$ cat src/gain_map_pkg.sv
/*
  Constants, types and helpers for the time-varying gain map register bank:
  register indices, field positions, reset values, interval table and gain math.
  Assumes a single 25 MHz clock domain and an AXI4-Lite register port with
  32-bit data, one register per aligned word at byte address four times index.
*/
// Behaviour
// - deltas_a upper nibble: interval point one-two
// - deltas_a lower nibble: interval point two-three
// - deltas_b upper nibble: interval point three-four
// - deltas_b lower nibble: interval point four-five
// - delta codes map to sixteen fixed microsecond intervals
// - points_a bits 7:2 hold point one gain
// - point two gain split across points_a, points_b
// - points_b lower nibble holds point three bits
// - gain is half dB times code+1 plus range
// - deltas_b 16h, points_a 17h, points_b 18h, reset zero
// - start register 14h: start code, first delta
// - deltas_a at 15h, resets to zero
// - points_c bits 7:6 hold remaining point three bits
package gain_map_pkg;

  // ---------------------------------------------------------------
  // clock and bus
  // ---------------------------------------------------------------
  localparam int          CLK_PERIOD_NS = 40;
  localparam int          NS_PER_US     = 1000;
  localparam int          TICKS_PER_US  = NS_PER_US / CLK_PERIOD_NS;
  localparam int          ADDR_W        = 8;
  localparam logic [1:0]  RESP_OKAY     = 2'h0;
  localparam logic [1:0]  RESP_SLVERR   = 2'h2;

  // ---------------------------------------------------------------
  // register indices (byte address = index * 4)
  // ---------------------------------------------------------------
  localparam logic [5:0]  IDX_START     = 6'h14;
  localparam logic [5:0]  IDX_DELTAS_A  = 6'h15;
  localparam logic [5:0]  IDX_DELTAS_B  = 6'h16;
  localparam logic [5:0]  IDX_POINTS_A  = 6'h17;
  localparam logic [5:0]  IDX_POINTS_B  = 6'h18;
  localparam logic [5:0]  IDX_POINTS_C  = 6'h19;
  localparam logic [5:0]  IDX_RANGE     = 6'h20;
  localparam logic [5:0]  IDX_CONTROL   = 6'h21;
  localparam logic [5:0]  IDX_STATUS    = 6'h22;
  localparam logic [7:0]  REG_RESET     = 8'h00;

  // ---------------------------------------------------------------
  // field positions
  // ---------------------------------------------------------------
  localparam int          NIB_HI_LSB    = 4;
  localparam int          NIB_LO_LSB    = 0;
  localparam int          G1_LSB        = 2;
  localparam int          G3_TAIL_LSB   = 6;
  localparam int          CTRL_START    = 0;
  localparam int          CTRL_ABORT    = 1;
  localparam int          STAT_BUSY     = 0;
  localparam int          STAT_PT_LSB   = 4;
  localparam logic [2:0]  LAST_GAIN_PT  = 3'h3;
  localparam logic [2:0]  LAST_SEG      = 3'h5;

  // ---------------------------------------------------------------
  // interval table in microseconds, code 0 first
  // ---------------------------------------------------------------
  localparam logic [12:0] DELTA_US [0:15] = '{
    13'h0064, 13'h00C8, 13'h012C, 13'h0190, 13'h0258, 13'h0320, 13'h03E8, 13'h04B0,
    13'h0578, 13'h07D0, 13'h0960, 13'h0C80, 13'h0FA0, 13'h1450, 13'h1900, 13'h1F40};

  // ---------------------------------------------------------------
  // types
  // ---------------------------------------------------------------
  typedef struct packed {
    logic [3:0] gain_map_start_code;
    logic [3:0] gain_delta_zero_one;
    logic [3:0] gain_delta_one_two;
    logic [3:0] gain_delta_two_three;
    logic [3:0] gain_delta_three_four;
    logic [3:0] gain_delta_four_five;
    logic [5:0] gain_point_one_code;
    logic [5:0] gain_point_two_code;
    logic [5:0] gain_point_three_code;
    logic [7:0] front_end_gain_range;
  } gain_map_cfg_t;

  typedef enum logic [0:0] {
    SEQ_IDLE = 1'b0,
    SEQ_RUN  = 1'b1
  } seq_state_t;

  // ---------------------------------------------------------------
  // helpers
  // ---------------------------------------------------------------
  function automatic logic [12:0] delta_us(input logic [3:0] code);
    delta_us = DELTA_US[code];
  endfunction : delta_us

  // result in half-dB steps; range offset also held in half-dB steps
  function automatic logic [8:0] gain_half_db(input logic [5:0] code,
                                              input logic [7:0] range);
    gain_half_db = {3'h0, code} + 9'h001 + {1'b0, range};
  endfunction : gain_half_db

endpackage : gain_map_pkg

$ cat src/gain_map_regs.sv
/*
  Time-varying gain map register bank with an AXI4-Lite slave and a small
  sequencer that walks the map points and drives the current gain code.
  Assumes a well-behaved AXI4-Lite master (one write and one read at a time)
  and a single clock with asynchronous active-low reset.
*/
// Local design decision: the AXI4-Lite slave port.
`timescale 1ns/1ns
module gain_map_regs #(
  parameter int TICKS_PER_US = gain_map_pkg::TICKS_PER_US
) (
  input  wire logic                              CLK,
  input  wire logic                              RESET_N,
  input  wire logic [gain_map_pkg::ADDR_W-1:0]   S_AXI_AWADDR,
  input  wire logic                              S_AXI_AWVALID,
  output logic                                   S_AXI_AWREADY,
  input  wire logic [31:0]                       S_AXI_WDATA,
  input  wire logic [3:0]                        S_AXI_WSTRB,
  input  wire logic                              S_AXI_WVALID,
  output logic                                   S_AXI_WREADY,
  output logic [1:0]                             S_AXI_BRESP,
  output logic                                   S_AXI_BVALID,
  input  wire logic                              S_AXI_BREADY,
  input  wire logic [gain_map_pkg::ADDR_W-1:0]   S_AXI_ARADDR,
  input  wire logic                              S_AXI_ARVALID,
  output logic                                   S_AXI_ARREADY,
  output logic [31:0]                            S_AXI_RDATA,
  output logic [1:0]                             S_AXI_RRESP,
  output logic                                   S_AXI_RVALID,
  input  wire logic                              S_AXI_RREADY,
  output logic [8:0]                             GAIN_HALF_DB,
  output logic [2:0]                             GAIN_POINT,
  output logic                                   GAIN_ACTIVE
);
  import gain_map_pkg::*;

  // ---------------------------------------------------------------
  // storage
  // ---------------------------------------------------------------
  logic [7:0]          gain_map_start_reg;
  logic [7:0]          gain_map_deltas_a;
  logic [7:0]          gain_map_deltas_b;
  logic [7:0]          gain_map_points_a;
  logic [7:0]          gain_map_points_b;
  logic [1:0]          gain_map_points_c;
  logic [7:0]          gain_range_reg;
  gain_map_cfg_t       cfg;

  // write channel holding
  logic                aw_held;
  logic [ADDR_W-1:0]   aw_addr;
  logic                w_held;
  logic [7:0]          w_data;
  logic                w_lane0;
  logic                do_write;
  logic [5:0]          wr_idx;
  logic                wr_hit;
  logic                start_pulse;
  logic                abort_pulse;

  // read side
  logic [5:0]          rd_idx;
  logic [7:0]          next_rdata;
  logic                rd_hit;

  // sequencer
  seq_state_t          state;
  logic [2:0]          seg;
  logic [$clog2(TICKS_PER_US+1)-1:0] prescale;
  logic [12:0]         us_cnt;
  logic [12:0]         seg_len;
  logic                us_tick;
  logic                seg_end;

  // ---------------------------------------------------------------
  // field gathering
  // ---------------------------------------------------------------
  always_comb
  begin
    cfg.gain_map_start_code   = gain_map_start_reg[NIB_HI_LSB +: 4];
    cfg.gain_delta_zero_one   = gain_map_start_reg[NIB_LO_LSB +: 4];
    cfg.gain_delta_one_two    = gain_map_deltas_a[NIB_HI_LSB +: 4];
    cfg.gain_delta_two_three  = gain_map_deltas_a[NIB_LO_LSB +: 4];
    cfg.gain_delta_three_four = gain_map_deltas_b[NIB_HI_LSB +: 4];
    cfg.gain_delta_four_five  = gain_map_deltas_b[NIB_LO_LSB +: 4];
    cfg.gain_point_one_code   = gain_map_points_a[G1_LSB +: 6];
    // earlier register carries the upper bits of a split code
    cfg.gain_point_two_code   = {gain_map_points_a[1:0],
                                 gain_map_points_b[NIB_HI_LSB +: 4]};
    cfg.gain_point_three_code = {gain_map_points_b[NIB_LO_LSB +: 4],
                                 gain_map_points_c};
    cfg.front_end_gain_range  = gain_range_reg;
  end

  // ---------------------------------------------------------------
  // write address and data, taken in either order
  // ---------------------------------------------------------------
  assign do_write = aw_held && w_held && !S_AXI_BVALID;
  assign wr_idx   = aw_addr[ADDR_W-1:2];
  assign wr_hit   = (wr_idx >= IDX_START && wr_idx <= IDX_POINTS_C) ||
                    wr_idx == IDX_RANGE || wr_idx == IDX_CONTROL ||
                    wr_idx == IDX_STATUS;

  always_ff @(posedge CLK or negedge RESET_N)
  begin
    if (!RESET_N)
    begin
      aw_held       <= 1'b0;
      aw_addr       <= '0;
      S_AXI_AWREADY <= 1'b0;
    end
    else
    begin
      if (S_AXI_AWVALID && S_AXI_AWREADY)
      begin
        aw_held <= 1'b1;
        aw_addr <= S_AXI_AWADDR;
      end
      else if (do_write)
        aw_held <= 1'b0;
      S_AXI_AWREADY <= !aw_held && !(S_AXI_AWVALID && S_AXI_AWREADY) && !do_write;
    end
  end

  always_ff @(posedge CLK or negedge RESET_N)
  begin
    if (!RESET_N)
    begin
      w_held       <= 1'b0;
      w_data       <= REG_RESET;
      w_lane0      <= 1'b0;
      S_AXI_WREADY <= 1'b0;
    end
    else
    begin
      if (S_AXI_WVALID && S_AXI_WREADY)
      begin
        w_held  <= 1'b1;
        w_data  <= S_AXI_WDATA[7:0];
        w_lane0 <= S_AXI_WSTRB[0];
      end
      else if (do_write)
        w_held <= 1'b0;
      S_AXI_WREADY <= !w_held && !(S_AXI_WVALID && S_AXI_WREADY) && !do_write;
    end
  end

  // ---------------------------------------------------------------
  // write response
  // ---------------------------------------------------------------
  always_ff @(posedge CLK or negedge RESET_N)
  begin
    if (!RESET_N)
    begin
      S_AXI_BVALID <= 1'b0;
      S_AXI_BRESP  <= RESP_OKAY;
    end
    else if (do_write)
    begin
      S_AXI_BVALID <= 1'b1;
      S_AXI_BRESP  <= wr_hit ? RESP_OKAY : RESP_SLVERR;
    end
    else if (S_AXI_BREADY)
      S_AXI_BVALID <= 1'b0;
  end

  // ---------------------------------------------------------------
  // register file
  // ---------------------------------------------------------------
  always_ff @(posedge CLK or negedge RESET_N)
  begin
    if (!RESET_N)
    begin
      gain_map_start_reg <= REG_RESET;
      gain_map_deltas_a  <= REG_RESET;
      gain_map_deltas_b  <= REG_RESET;
      gain_map_points_a  <= REG_RESET;
      gain_map_points_b  <= REG_RESET;
      gain_map_points_c  <= 2'h0;
      gain_range_reg     <= REG_RESET;
    end
    else if (do_write && w_lane0)
    begin
      unique case (wr_idx)
        IDX_START:    gain_map_start_reg <= w_data;
        IDX_DELTAS_A: gain_map_deltas_a  <= w_data;
        IDX_DELTAS_B: gain_map_deltas_b  <= w_data;
        IDX_POINTS_A: gain_map_points_a  <= w_data;
        IDX_POINTS_B: gain_map_points_b  <= w_data;
        IDX_POINTS_C: gain_map_points_c  <= w_data[G3_TAIL_LSB +: 2];
        IDX_RANGE:    gain_range_reg     <= w_data;
        default:      gain_range_reg     <= gain_range_reg;
      endcase
    end
  end

  // control bits are write-one strobes, never stored
  always_ff @(posedge CLK or negedge RESET_N)
  begin
    if (!RESET_N)
    begin
      start_pulse <= 1'b0;
      abort_pulse <= 1'b0;
    end
    else
    begin
      start_pulse <= do_write && w_lane0 && wr_idx == IDX_CONTROL && w_data[CTRL_START];
      abort_pulse <= do_write && w_lane0 && wr_idx == IDX_CONTROL && w_data[CTRL_ABORT];
    end
  end

  // ---------------------------------------------------------------
  // read channel
  // ---------------------------------------------------------------
  assign rd_idx = S_AXI_ARADDR[ADDR_W-1:2];

  always_comb
  begin
    rd_hit     = 1'b1;
    next_rdata = REG_RESET;
    unique case (rd_idx)
      IDX_START:    next_rdata = gain_map_start_reg;
      IDX_DELTAS_A: next_rdata = gain_map_deltas_a;
      IDX_DELTAS_B: next_rdata = gain_map_deltas_b;
      IDX_POINTS_A: next_rdata = gain_map_points_a;
      IDX_POINTS_B: next_rdata = gain_map_points_b;
      IDX_POINTS_C: next_rdata = {gain_map_points_c, 6'h00};
      IDX_RANGE:    next_rdata = gain_range_reg;
      IDX_CONTROL:  next_rdata = REG_RESET;
      IDX_STATUS:   next_rdata = {1'b0, GAIN_POINT, 3'h0, GAIN_ACTIVE};
      default:      rd_hit     = 1'b0;
    endcase
  end

  always_ff @(posedge CLK or negedge RESET_N)
  begin
    if (!RESET_N)
    begin
      S_AXI_ARREADY <= 1'b0;
      S_AXI_RVALID  <= 1'b0;
      S_AXI_RDATA   <= 32'h0000_0000;
      S_AXI_RRESP   <= RESP_OKAY;
    end
    else
    begin
      S_AXI_ARREADY <= !S_AXI_RVALID && !(S_AXI_ARVALID && S_AXI_ARREADY);
      if (S_AXI_ARVALID && S_AXI_ARREADY)
      begin
        S_AXI_RVALID <= 1'b1;
        S_AXI_RDATA  <= {24'h00_0000, next_rdata};
        S_AXI_RRESP  <= rd_hit ? RESP_OKAY : RESP_SLVERR;
      end
      else if (S_AXI_RREADY)
        S_AXI_RVALID <= 1'b0;
    end
  end

  // ---------------------------------------------------------------
  // map sequencer: segment 0 is the start time, 1..5 the deltas
  // ---------------------------------------------------------------
  always_comb
  begin
    seg_len = delta_us(cfg.gain_map_start_code);
    unique case (seg)
      3'h1:    seg_len = delta_us(cfg.gain_delta_zero_one);
      3'h2:    seg_len = delta_us(cfg.gain_delta_one_two);
      3'h3:    seg_len = delta_us(cfg.gain_delta_two_three);
      3'h4:    seg_len = delta_us(cfg.gain_delta_three_four);
      3'h5:    seg_len = delta_us(cfg.gain_delta_four_five);
      default: seg_len = delta_us(cfg.gain_map_start_code);
    endcase
  end

  // microsecond base so the interval table stays in its own unit
  assign us_tick = (prescale == ($bits(prescale))'(TICKS_PER_US - 1));
  assign seg_end = us_tick && (us_cnt == seg_len - 13'h0001);

  always_ff @(posedge CLK or negedge RESET_N)
  begin
    if (!RESET_N)
    begin
      state    <= SEQ_IDLE;
      seg      <= 3'h0;
      prescale <= '0;
      us_cnt   <= 13'h0000;
    end
    else if (abort_pulse)
      state <= SEQ_IDLE;
    else if (start_pulse)
    begin
      state    <= SEQ_RUN;
      seg      <= 3'h0;
      prescale <= '0;
      us_cnt   <= 13'h0000;
    end
    else if (state == SEQ_RUN)
    begin
      prescale <= us_tick ? '0 : prescale + 1'b1;
      if (seg_end)
      begin
        us_cnt <= 13'h0000;
        seg    <= seg + 3'h1;
        if (seg == LAST_SEG)
          state <= SEQ_IDLE;
      end
      else if (us_tick)
        us_cnt <= us_cnt + 13'h0001;
    end
  end

  // ---------------------------------------------------------------
  // gain outputs; points past three have no code here, gain holds
  // ---------------------------------------------------------------
  always_ff @(posedge CLK or negedge RESET_N)
  begin
    if (!RESET_N)
    begin
      GAIN_HALF_DB <= 9'h000;
      GAIN_POINT   <= 3'h0;
      GAIN_ACTIVE  <= 1'b0;
    end
    else
    begin
      GAIN_ACTIVE <= (state == SEQ_RUN) && !abort_pulse && !(seg_end && seg == LAST_SEG);
      if (start_pulse && !abort_pulse)
        GAIN_POINT <= 3'h0;
      else if (state == SEQ_RUN && seg_end && !abort_pulse)
      begin
        GAIN_POINT <= seg + 3'h1;
        unique case (seg)
          3'h0:    GAIN_HALF_DB <= gain_half_db(cfg.gain_point_one_code,
                                                cfg.front_end_gain_range);
          3'h1:    GAIN_HALF_DB <= gain_half_db(cfg.gain_point_two_code,
                                                cfg.front_end_gain_range);
          3'h2:    GAIN_HALF_DB <= gain_half_db(cfg.gain_point_three_code,
                                                cfg.front_end_gain_range);
          default: GAIN_HALF_DB <= GAIN_HALF_DB;
        endcase
      end
    end
  end

endmodule : gain_map_regs

$ cat config.mk
export PLATFORM = sky130hd
export DESIGN_NAME = gain_map_regs
export DESIGN_NICKNAME = d
export VERILOG_FILES = /design/src/gain_map_pkg.sv /design/src/gain_map_regs.sv
export SDC_FILE = /design/constraint.sdc
export NUM_CORES = 1
export LEC_CHECK = 0
export ABC_AREA = 1
export BUFFER_PORTS_ARGS = -buffer_cell sky130_fd_sc_hd__buf_2
export CAP_MARGIN = 20
export CORE_MARGIN = 2
export CORE_UTILIZATION = 33
export CTS_BUF_LIST = sky130_fd_sc_hd__clkbuf_8
export DETAILED_ROUTE_END_ITERATION = 7
export GPL_ROUTABILITY_DRIVEN = 1
export PLACE_DENSITY = 0.56
export SLEW_MARGIN = 10
export SYNTH_ARGS = -nofsm -noshare
export SYNTH_HDL_FRONTEND = slang
export SYNTH_SLANG_ARGS = --single-unit
export TNS_END_PERCENT = 1
$ cat constraint.sdc
create_clock -name CLK -period 4.1 [get_ports CLK]
set_input_delay 0.615 -clock CLK [delete_from_list [all_inputs] [get_ports CLK]]
set_output_delay 0.615 -clock CLK [all_outputs]
set_load 0.005 [all_outputs]
# Word level (Yosys, flattened, before mapping)
# Memories as Yosys holds them, arrays and structs flattened.
# Cells that the tools add are included.
# word_totals
reg_bits	123
mem_bits_ro	1248
inputBits	59
output_inout_bits	54
memories	6
# classes
n_addsub	10
magnitude_cmp	8
eq_ne	25
mux	42
bitwise_logic	8
n_reduce_logical	57
# memory_table
name	words	word_bits	read_ports	rd_clocked_by_memory_dff	wr	line_no	rtl
(no name shown)	16	13	1	0	0	gain_map_pkg.sv:93	delta_us = DELTA_US[code];
(no name shown)	16	13	1	0	0	gain_map_pkg.sv:93	
(no name shown)	16	13	1	0	0	gain_map_pkg.sv:93	
(no name shown)	16	13	1	0	0	gain_map_pkg.sv:93	
(no name shown)	16	13	1	0	0	gain_map_pkg.sv:93	
(no name shown)	16	13	1	0	0	gain_map_pkg.sv:93	
# ops
operator	count
$mux W13	16
$eq A6 B5 Y1 const B	12
$pmux W13 S5	1
$pmux W8 S8	1
$eq A6 B6 Y1 const B	6
$ge A5 B5 Y1 const B	6
$not A4 Y5	6
$add A7 B8 Y9	3
$pmux W9 S3	1
$logic_and A1 B1 Y1	22
$add A6 B1 Y7 const B	3
$reduce_and A2 Y1	8
$mux W3	5
$mux W5	3
$reduce_bool A2 Y1	7
$add A13 B1 Y13 const B	1
$eq A13 B13 Y1	1
$mux W1	13
$sub A13 B1 Y13 const B	1
$logic_not A1 Y1	10
$reduce_and A3 Y1	3
$reduce_or A9 Y1	1
$eq A3 B2 Y1 const B	2
$eq A3 B3 Y1 const B	2
11 further kinds	16

# Logic depth before layout (Yosys ltp)
# Gate-level depths: netlist of run 1.
# depth
ltp_word	12
mapped_depth	25
mapped_depth_nobuf	23

# Worst setup path before layout of run 1
# No wires, ideal clock.
# synth_path
path_type	register -> register
start	register seg[0]
end	register us_cnt[0]
t_arrival_ns	2.976
t_required_ns	3.979
path_slack_ns	1.003
path_stages_with_launch	22
n_path_buf	1
period_less_slack_ns	3.097
cell_sequence	dfrtp_1 -> ha_1 -> ha_1 -> inv_1 -> nor2_1 -> nand2_1 -> o21ai_0 -> nor3_4 -> ha_1 -> a21oi_1 -> o211ai_1 -> nor2_1 -> nand2_1 -> nor2_1 -> nand2_1 -> nor2_2 -> nand2_1 -> nor2_2 -> nand2_2 -> nand2_2 -> buf_6 -> a21oi_1
# synth_between
elab_chain_cells	8
# synth_rtl
item	line_no	rtl
start, declared	gain_map_regs.sv:68	logic [2:0] seg;
start signal, assigned	gain_map_regs.sv:302	seg <= seg + 3'h1;
$eq A3 B3 Y1 (tied with other cells)	gain_map_regs.sv:264	unique case (seg)
$pmux W13 S5 (*)	gain_map_regs.sv:264	
$sub A13 B1 Y13 (*)	gain_map_regs.sv:276	assign seg_end = us_tick && (us_cnt == seg_len - 13'h0001);
$eq A13 B13 Y1 (*)	gain_map_regs.sv:276	
$logic_and A1 B1 Y1 (*)	gain_map_regs.sv:276	
$mux W13	gain_map_regs.sv:299	if (seg_end)
$mux W13	gain_map_regs.sv:296	else if (state == SEQ_RUN)
$mux W13	gain_map_regs.sv:289	else if (start_pulse)
end signal, assigned	gain_map_regs.sv:307	us_cnt <= us_cnt + 13'h0001;
end, declared	gain_map_regs.sv:70	logic [12:0] us_cnt;
# Mark *: on every way between the ends. The rest lies on a longest branch, timed or not. The select of a mux whose other input is x is not followed.
# A chain may end at the register's enable or synchronous reset.

# Worst setup path after layout of run 1
# layout_path
start	register seg[0]
end	register us_cnt[2]
# The elaborated chain is that of the path after synthesis.

==> results.json, run 1 <==
{
  "status": "finished clean",
  "core_mm2": 0.0279,
  "cp.arrival_ns": 3.98,
  "synth_edf_count": 0,
  "final_core_util_pct": 37.3,
  "gp_congestion": 0.930,
  "avgViaCountPerCell": 4.87,
  "grt_pass1_wl_um": 45200,
  "maxSlewHeadroom_pct": 42.0,
  "synth.top_cells.by_count": "nand2_1, inv_1, nor2_1, dfrtp_1, nand3_1",
  "detail-route-antenna-nets": 0,
  "hold_violations": 0,
  "fillCellCount": 3053,
  "drt-wirelength-per-cell_um": 15.5,
  "yosysTopAreaCell": "dfrtp_1",
  "rsz0062_at_grt": "no",
  "die_x_um": 173,
  "grt_max_degree": 80,
  "ys_seq_elements": 119,
  "reg_top3": "us_cnt (13), GAIN_HALF_DB (9)",
  "layout-drive-gt1-share_pct": 10.8,
  "placement.io_buffers": 55,
  "finalCritPeriodShare_pct": 89.3,
  "cap_viol_max_count": 0,
  "post-route-drc-count": 0,
  "clock_path_buffers": 2,
  "rows": 61,
  "synth_cells": 1365,
  "clockRootBuffer": "clkbuf_8",
  "fmax_mhz": 273,
  "async_flop_share_pct": 100,
  "startpoint_type": "register",
  "min_period_ns": 3.66,
  "cts_tree": "done",
  "worst_pin_slew_ns": 0.864,
  "vias": 8823,
  "crit_path_max_incr_delay_ns": 0.44,
  "grt_antenna_before_repair": 0,
  "nNetsFinal": 1553,
  "largest_reg_flops": 13,
  "p_leak_nw": 5.39,
  "critPathKind": "reg -> reg",
  "grt_overflow": 0,
  "cp_cell_sequence": "ha_1 -> ha_1 -> inv_1 -> nor2_1 -> nand2_1 -> o21ai_0 -> nor3_4 -> ha_1 -> a21oi_1 -> o211ai_1 -> nor2_1 -> nand2_1 -> nor2_1 -> nand2_1 -> nor2_2 -> nand2_1 -> nor2_2 -> nand2_2 -> nand2_2 -> o21ai_0",
  "num_antenna_cells": 0,
  "boundaryPins": 113,
  "drv_slew": 0,
  "instances_no_fill": 1813,
  "syn_area_per_cell_um2": 6.88,
  "crit_top_cell": "nand2_1",
  "p_per_area_mw_per_mm2": 523,
  "finClkSkew_ns": 0.0154,
  "area_growth_pct": 10.9,
  "drt_wl_total_um": 28200,
  "yosys_warnings": 0,
  "placedCellCount": 1782,
  "die-area_mm2": 0.0298,
  "die_h_um": 173,
  "end_kind": "register",
  "netlist.area_leader.share_pct": 31.7,
  "hpwl_um": 22100,
  "hold_slack_ns": 0.171,
  "synth_area_mm2": 0.00939,
  "synth.distinct_cells": 52,
  "fin_tns_setup_ns": 0,
  "cts_setup_buffers": 0,
  "largest-register": "us_cnt",
  "track_usage_pct": 19.1,
  "synth.area.top_cells": "dfrtp_1, nand2_1, ha_1",
  "min_path_type": "in -> async",
  "drtIter0Drc": 682,
  "htree_levels": 4,
  "start_util_pct": 33.6,
  "cts_sinks": 119,
  "synth.most_common_cell": "nand2_1",
  "ys.flop_type": "dfrtp_1",
  "first_pass_iters": 5,
  "grt_pass1_vias": 8386,
  "cp.required_ns": 4.42,
  "clock_latency_ns": 0.44,
  "crit_fanout": 12,
  "vdd_drop_max_mv": 0.283,
  "critPathSlowestCell": "dfrtp_1",
  "clk_transition_reported_paths_ns": 0.07,
  "synth.yosys.seq_area_share_pct": 31.7,
  "cts_buffers": 17,
  "setup_viol": 0
}
-- worst paths after layout --
path                         startpoint           endpoint  slack [ns]  depth (start not counted)
max                              seg[0]          us_cnt[2]        0.44                         20
max reg2reg                      seg[0]          us_cnt[2]        0.44                         20
min reg2reg                      w_held       S_AXI_WREADY        0.43                          1
max in group asynchronous       RESET_N  gain_range_reg[5]        3.10                          2
min                             RESET_N    GAIN_HALF_DB[2]        0.17                          1
min in group CLK           S_AXI_BREADY       S_AXI_BVALID        0.34                          2
-- final cells by class --
type                            count  area [µm²]  area share [%]
Multi-Input combinational cell   1050        5510            52.9
Sequential cell                   119        2980            28.6
Inverter                          166         626            6.01
Tap cell                          378         473            4.54
Timing Repair Buffer               69         395            3.80
Clock buffer                       19         262            2.51
Clock inverter                     12         178            1.71
-- critical path: cells and delay by family, from the launching register on --
kind / cells / cell delay, ns
DFF: 1 / 0.44
buffers and inverters: 1 / 0.21
and+or+nand+nor: 12 / 1.56
adders and majority gates: 3 / 0.81
AOI/OAI and AO/OA: 4 / 0.54
-- power breakdown --
part | leakage, nW | internal, mW | switching [mW]
clock network | 0.221 | 0.692 | 0.498
registers | 1.59 | 1.46 | 0.400
logic | 3.58 | 0.796 | 1.61
total | 5.39 | 2.94 | 2.51
-- metal layers --
metal	global-route usage, %	up-vias	wire length (µm)
li1	-	4509	-
met1	24.8	4049	12900
met2	32.3	218	13300
met3	2.81	47	1020
met4	7.06	0	980
met5	0	-	0
-- through the flow --
| stage | worst slack [ns] | power [mW] | area (µm²) |
|---|---|---|---|
| after floorplan | 1.00 | 3.53 | 9490 |
| after global placement | 0.372 | 4.22 | 9970 |
| after detailed placement | 0.354 | 4.26 | 9970 |
| after CTS | 0.342 | 5.46 | 10400 |
| after global routing | 0.0430 | 5.94 | 10400 |
| final | 0.437 | 5.45 | 10400 |
-- timing repair --
| action | in CTS | in global routing |
|---|---|---|
| hold buffers | 0 | 0 |
| resized for setup | 0 | 1 |
| endpoints found under the setup margin | 0 | 9 |
-- kinds of logic after synthesis --
| kind of cell | Yosys count | synth area share [%] |
|---|---|---|
| buffers and inverters | 221 | 10.8 |
| xor gates and xnor gates | 10 | 0.933 |
| DFF | 119 | 31.7 |
| muxes | 3 | 0.346 |
| adders and majority gates | 71 | 9.70 |
| and+or+nand+nor | 736 | 34.2 |
| AOI/OAI and AO/OA | 204 | 12.3 |
| other | 1 | 0.0399 |
-- placed cells by master (no fill, tap or decap), types with 26 or more instances in the layout --
cell type,instances
a21oi_1,46
buf_2,54
conb_1,26
dfrtp_1,119
ha_1,68
inv_1,150
nand2_1,418
nand3_1,104
nand4_1,30
nor2_1,125
o21ai_0,97
Power figures use the tool's default switching activity.
==> run 2: changes to the inputs <==
==> constraint.sdc (replaced) <==
create_clock -name CLK -period 3.76 [get_ports CLK]
set_input_delay 0.564 -clock CLK [delete_from_list [all_inputs] [get_ports CLK]]
set_output_delay 0.564 -clock CLK [all_outputs]
set_load 0.005 [all_outputs]
==> run 2 against run 1 <==
  * Critical path depth is the same
  * Flip-flop and latch count did not move
  * Final area rose by 1.5%
  * Sequential power up 5%
  * Combinational power grew 16%
  * First-iteration DRC count up 29%
==> results.json, run 2 (synthesis gave the netlist of run 1 again) <==
{
  "startpoint_type": "register",
  "worst_pin_slew_ns": 0.927,
  "grt_max_degree": 65,
  "die-area_mm2": 0.0298,
  "p_leak_nw": 5.49,
  "p_int_mw": 3.14,
  "clock_latency_ns": 0.45,
  "grt_pass1_vias": 8543,
  "largest_reg_flops": 13,
  "hold_violations": 0,
  "drt-wirelength-per-cell_um": 15.6,
  "rsz0062_at_grt": "no",
  "min_path_type": "in -> async",
  "power_frac_comb_pct": 46.8,
  "min_period_ns": 3.46,
  "start_util_pct": 33.6,
  "finClkSkew_ns": 0.0200,
  "post_dp_cell_area_mm2": 0.0101,
  "drt_wl_total_um": 28600,
  "stdcell_area_mm2": 0.0106,
  "setup_viol": 0,
  "htree_levels": 4,
  "die_x_um": 173,
  "power.switching_mw": 2.82,
  "fmax_mhz": 289,
  "num_antenna_cells": 0,
  "rows": 61,
  "grt_overflow": 0,
  "cts_tree": "done",
  "track_usage_pct": 19.3,
  "hpwl_um": 22500,
  "crit_fanout": 12,
  "end_kind": "register",
  "cts_buffers": 17,
  "fin_tns_setup_ns": 0,
  "drtIter0Drc": 879,
  "clk_transition_reported_paths_ns": 0.09,
  "grt_pass1_wl_um": 46000,
  "most-common-layout-cells": "nand2_1, inv_1, nor2_1",
  "clock_path_buffers": 2,
  "clockRootBuffer": "clkbuf_8",
  "met1Wirelength_um": 13000,
  "boundaryPins": 113,
  "first_pass_iters": 5,
  "area_growth_pct": 12.6,
  "avgViaCountPerCell": 4.90,
  "reg_top3": "us_cnt (13), GAIN_HALF_DB (9)",
  "maxSlewHeadroom_pct": 37.7,
  "p_clk_share_pct": 20.5,
  "drv_slew": 0,
  "p_per_area_mw_per_mm2": 564,
  "cap_viol_max_count": 0,
  "detail-route-antenna-nets": 0,
  "cp.required_ns": 4.09,
  "post-route-drc-count": 0,
  "reg2reg_slack_ns": 0.30,
  "cts_sinks": 119,
  "nNetsFinal": 1575,
  "switching_share_pct": 47.3,
  "vias": 9001,
  "finalCritPeriodShare_pct": 91.9,
  "mostFrequentLayoutCell": "nand2_1",
  "largest-register": "us_cnt",
  "met2_length_um": 13800,
  "critPathKind": "reg -> reg",
  "cp.arrival_ns": 3.78,
  "seqPwrFrac_pct": 32.7,
  "die_h_um": 173,
  "holdBufCountCts": 0,
  "vdd_drop_max_mv": 0.288,
  "status": "finished clean",
  "gp_congestion": 0.927,
  "grt_antenna_before_repair": 0,
  "placement.io_buffers": 55,
  "layout-drive-gt1-share_pct": 12.7,
  "wl_met3_um": 1110,
  "core_mm2": 0.0279,
  "routed.top_layer": "met4"
}
## run 2: changes by cell type in the layout (fill, tap and decap cells not counted), moves of 2 or more
cell | previous run | this run
clkinv_2 | 0 | 2
buf_4 | 14 | 36
clkbuf_8 | 19 | 17
inv_1 | 150 | 148
inv_6 | 1 | 4
inv_8 | 0 | 2
bufinv_16 | 4 | 2
## run 2: worst paths after layout
check                                  start                    end  cells past startpoint
worst max-delay path                  seg[0]              us_cnt[3]                     20
min in group CLK                S_AXI_RREADY           S_AXI_RVALID                      2
worst min register to register        w_held           S_AXI_WREADY                      1
worst max register to register        seg[0]              us_cnt[3]                     20
max in group asynchronous            RESET_N  gain_map_start_reg[5]                      2
worst min-delay path                 RESET_N        GAIN_HALF_DB[2]                      1
## run 2: layer usage
layer | vias to the layer above | track usage [%]
met5 | - | 0
met1 | 4185 | 25.4
met4 | 0 | 6.57
met3 | 39 | 2.68
met2 | 214 | 32.5
li1 | 4563 | -
## run 2: power groups by stage
stage	Combinational (mW)	Clock, mW	Sequential (mW)
after floorplan	2.01	0	1.84
after global placement	2.73	0	1.97
after detailed placement	2.76	0	1.97
after CTS	2.77	1.25	1.95
after global routing	3.20	1.31	2.01
final	2.79	1.22	1.95
## run 2: area by class of cell
class	instances	area, µm²
clock buffers	17	234
repair buffers	91	561
multi-input cells	1050	5530
inverters	166	626
clock inverters	15	170
fillers	3012	17400
well taps	378	473
flip-flops and latches	119	2980
## run 2: timing repair
| item | in CTS | in global routing |
|---|---|---|
| buffers inserted | 0 | 1 |
| resized for setup | 0 | 8 |
| endpoints found under the setup margin | 0 | 30 |
## run 2: per-stage QoR
stage	instances	utilization (%)	hold WS [ns]	worst slack, ns	power [mW]
global placement	1803	36.2	0.425	0.224	4.70
finish	1836	37.8	0.230	0.303	5.97
global route	1836	37.8	0.270	0.00627	6.51
detailed placement	1803	36.2	0.423	0.148	4.74
CTS	1835	37.7	0.241	0.123	5.97
floorplan	1390	-	0.268	0.663	3.85
## run 2: critical path, stage by stage, from the launching register on
cell      delay, ns
dfrtp_2        0.45
ha_1           0.21
ha_1           0.23
inv_1          0.19
nor2_1         0.10
nand2_1        0.12
o21ai_0        0.16
nor3_4         0.24
ha_2           0.30
a21oi_1        0.14
o211ai_1       0.10
nor2_1         0.11
nand2_1        0.06
nor2_1         0.10
nand2_1        0.07
nor2_2         0.11
nand2_1        0.10
nor2_4         0.16
nand2_2        0.12
nand2_4        0.16
o21ai_0        0.11
==> run 3: changes to the inputs <==
--- a/config.mk
+++ b/config.mk
@@ -9,11 +9,12 @@
 export BUFFER_PORTS_ARGS = -buffer_cell sky130_fd_sc_hd__buf_2
 export CAP_MARGIN = 20
 export CORE_MARGIN = 2
-export CORE_UTILIZATION = 33
+export CORE_UTILIZATION = 45
 export CTS_BUF_LIST = sky130_fd_sc_hd__clkbuf_8
 export DETAILED_ROUTE_END_ITERATION = 7
 export GPL_ROUTABILITY_DRIVEN = 1
-export PLACE_DENSITY = 0.56
+export PLACE_DENSITY = 0.7
+export SKIP_LAST_GASP = 1
 export SLEW_MARGIN = 10
 export SYNTH_ARGS = -nofsm -noshare
 export SYNTH_HDL_FRONTEND = slang
==> run 3 against run 2 <==
  * Clock-buffer cell count is the same
  * Critical path depth shrank 1
  * Global-route usage grew 5.8 points
  * Clock power shrank 7%
  * Total power shrank 2.5%
  * Final cell count shrank 6.4%
  * Critical path type unchanged
==> results.json, run 3 (synthesis gave the netlist of run 1 again) <==
{
  "detail-route-antenna-nets": 0,
  "crit_path_max_incr_delay_ns": 0.44,
  "dp_slack_ns": 0.176,
  "grt_pass1_vias": 8448,
  "critPathSlowestCell": "dfrtp_1",
  "clock_path_buffers": 2,
  "fmax_mhz": 283,
  "routed.top_layer": "met4",
  "clock_latency_ns": 0.46,
  "num_antenna_cells": 0,
  "rsz0062_at_grt": "yes",
  "critical_path_buf_inv_count": 1,
  "reg_top3": "us_cnt (13), GAIN_HALF_DB (9)",
  "cts_sinks": 119,
  "cp.required_ns": 4.10,
  "rr_startpoint": "seg[0]",
  "met2_length_um": 12500,
  "grt_pass1_wl_um": 43400,
  "die_h_um": 148,
  "setup_viol": 0,
  "wl_met3_um": 1420,
  "finClkSkew_ns": 0.0164,
  "met1Wirelength_um": 11900,
  "reg2reg_slack_ns": 0.22,
  "start_util_pct": 46.1,
  "startpoint_type": "register",
  "clk_transition_reported_paths_ns": 0.08,
  "power_mw": 5.82,
  "htree_levels": 4,
  "largest_reg_flops": 13,
  "min_period_ns": 3.54,
  "crit_top_cell": "nand2_1",
  "worst_pin_slew_ns": 0.884,
  "critPathKind": "reg -> reg",
  "maxSlewHeadroom_pct": 40.6,
  "most-common-layout-cells": "nand2_1, inv_1, nor2_1",
  "startpoint": "seg[0]",
  "rr_endpoint": "seg[0]",
  "clockRootBuffer": "clkbuf_8",
  "grt_max_degree": 76,
  "crit_fanout": 6,
  "cp_cell_sequence": "ha_1 -> ha_1 -> inv_1 -> nor2_1 -> nand2_1 -> o21ai_0 -> nor3_4 -> ha_1 -> nand4_1 -> nor2_4 -> nand2_1 -> nand2_1 -> nand2_1 -> nor2_2 -> nand2_1 -> nor2_2 -> nand3_1 -> nand3_1 -> nand2_1",
  "mostFrequentLayoutCell": "nand2_1",
  "cp-endpoint": "seg[0]",
  "vias": 9115,
  "largest-register": "us_cnt",
  "path_delay_family": "simple AND/OR/NAND/NOR gates",
  "finalCritPeriodShare_pct": 94.1,
  "die-area_mm2": 0.0220,
  "cp.arrival_ns": 3.87,
  "placement.io_buffers": 55,
  "drt_wl_total_um": 27000,
  "boundaryPins": 113,
  "rows": 52,
  "cts_buffers": 17,
  "hold_violations": 0,
  "layout-drive-gt1-share_pct": 11.8,
  "fin_ws_ns": 0.223,
  "first_pass_iters": 7,
  "status": "finished clean",
  "path_depth": 19,
  "grt_antenna_before_repair": 0,
  "grt_overflow": 0,
  "cap_viol_max_count": 0,
  "core_mm2": 0.0204,
  "drtIter0Drc": 695,
  "drv_slew": 0,
  "vdd_drop_max_mv": 0.344,
  "post-route-drc-count": 0,
  "cts_tree": "done",
  "min_path_type": "in -> async",
  "reg2reg_depth": 19,
  "nNetsFinal": 1565,
  "fin_tns_setup_ns": 0,
  "end_kind": "register",
  "track_usage_pct": 25.0,
  "hpwl_um": 21100,
  "gp_congestion": 0.960,
  "area_growth_pct": 10.1,
  "p_leak_nw": 5.43,
  "die_x_um": 148,
  "drt-wirelength-per-cell_um": 15.7,
  "p_per_area_mw_per_mm2": 563,
  "hold_slack_ns": 0.117,
  "avgViaCountPerCell": 5.31
}
run 3: layout make-up:
cell class              instances  area (µm²)
repair buffers                 81         498
flip-flops and latches        119        2980
multi-input cells            1050        5510
clock inverters                15         151
inverters                     166         626
fillers                      2044       10000
well taps                     270         338
clock buffers                  17         234
run 3: per-layer routing:
metal	GRT usage, %	vias to the layer above
li1	-	4540
met1	33.2	4198
met2	41.0	303
met3	3.80	74
met4	10.5	0
met5	0	-
run 3: what timing repair did:
action                                  in CTS  in global routing
setup buffers                                0                  2
hold buffers                                 0                  0
endpoints found under the setup margin       0                 29
resized for setup                            0                  3
run 3: how the worst min path moves through the flow:
stage	start	endpoint	depth (start not counted)
after CTS	RESET_N	GAIN_HALF_DB[3]	1
after global routing	RESET_N	GAIN_HALF_DB[3]	1
final	RESET_N	GAIN_HALF_DB[3]	1
after floorplan	RESET_N	GAIN_ACTIVE	0
after global placement	w_held	S_AXI_WREADY	1
after detailed placement	aw_held	S_AXI_AWREADY	1
run 3: power by group:
group	leakage, nW	internal (mW)	switching, mW	total [mW]
clock network	0.191	0.495	0.650	1.14
registers	1.59	1.59	0.380	1.97
logic	3.65	0.914	1.79	2.71
total	5.43	2.99	2.82	5.82
run 3: metrics by stage:
stage          cells  cell area [µm²]  utilization, %
5_1_grt         1718            10300            50.8
3_3_place_gp    1684             9910            48.7
4_1_cts         1716            10300            50.5
3_5_place_dp    1684             9910            48.7
2_1_floorplan   1390             9490               -
6_report        1718            10300            50.8
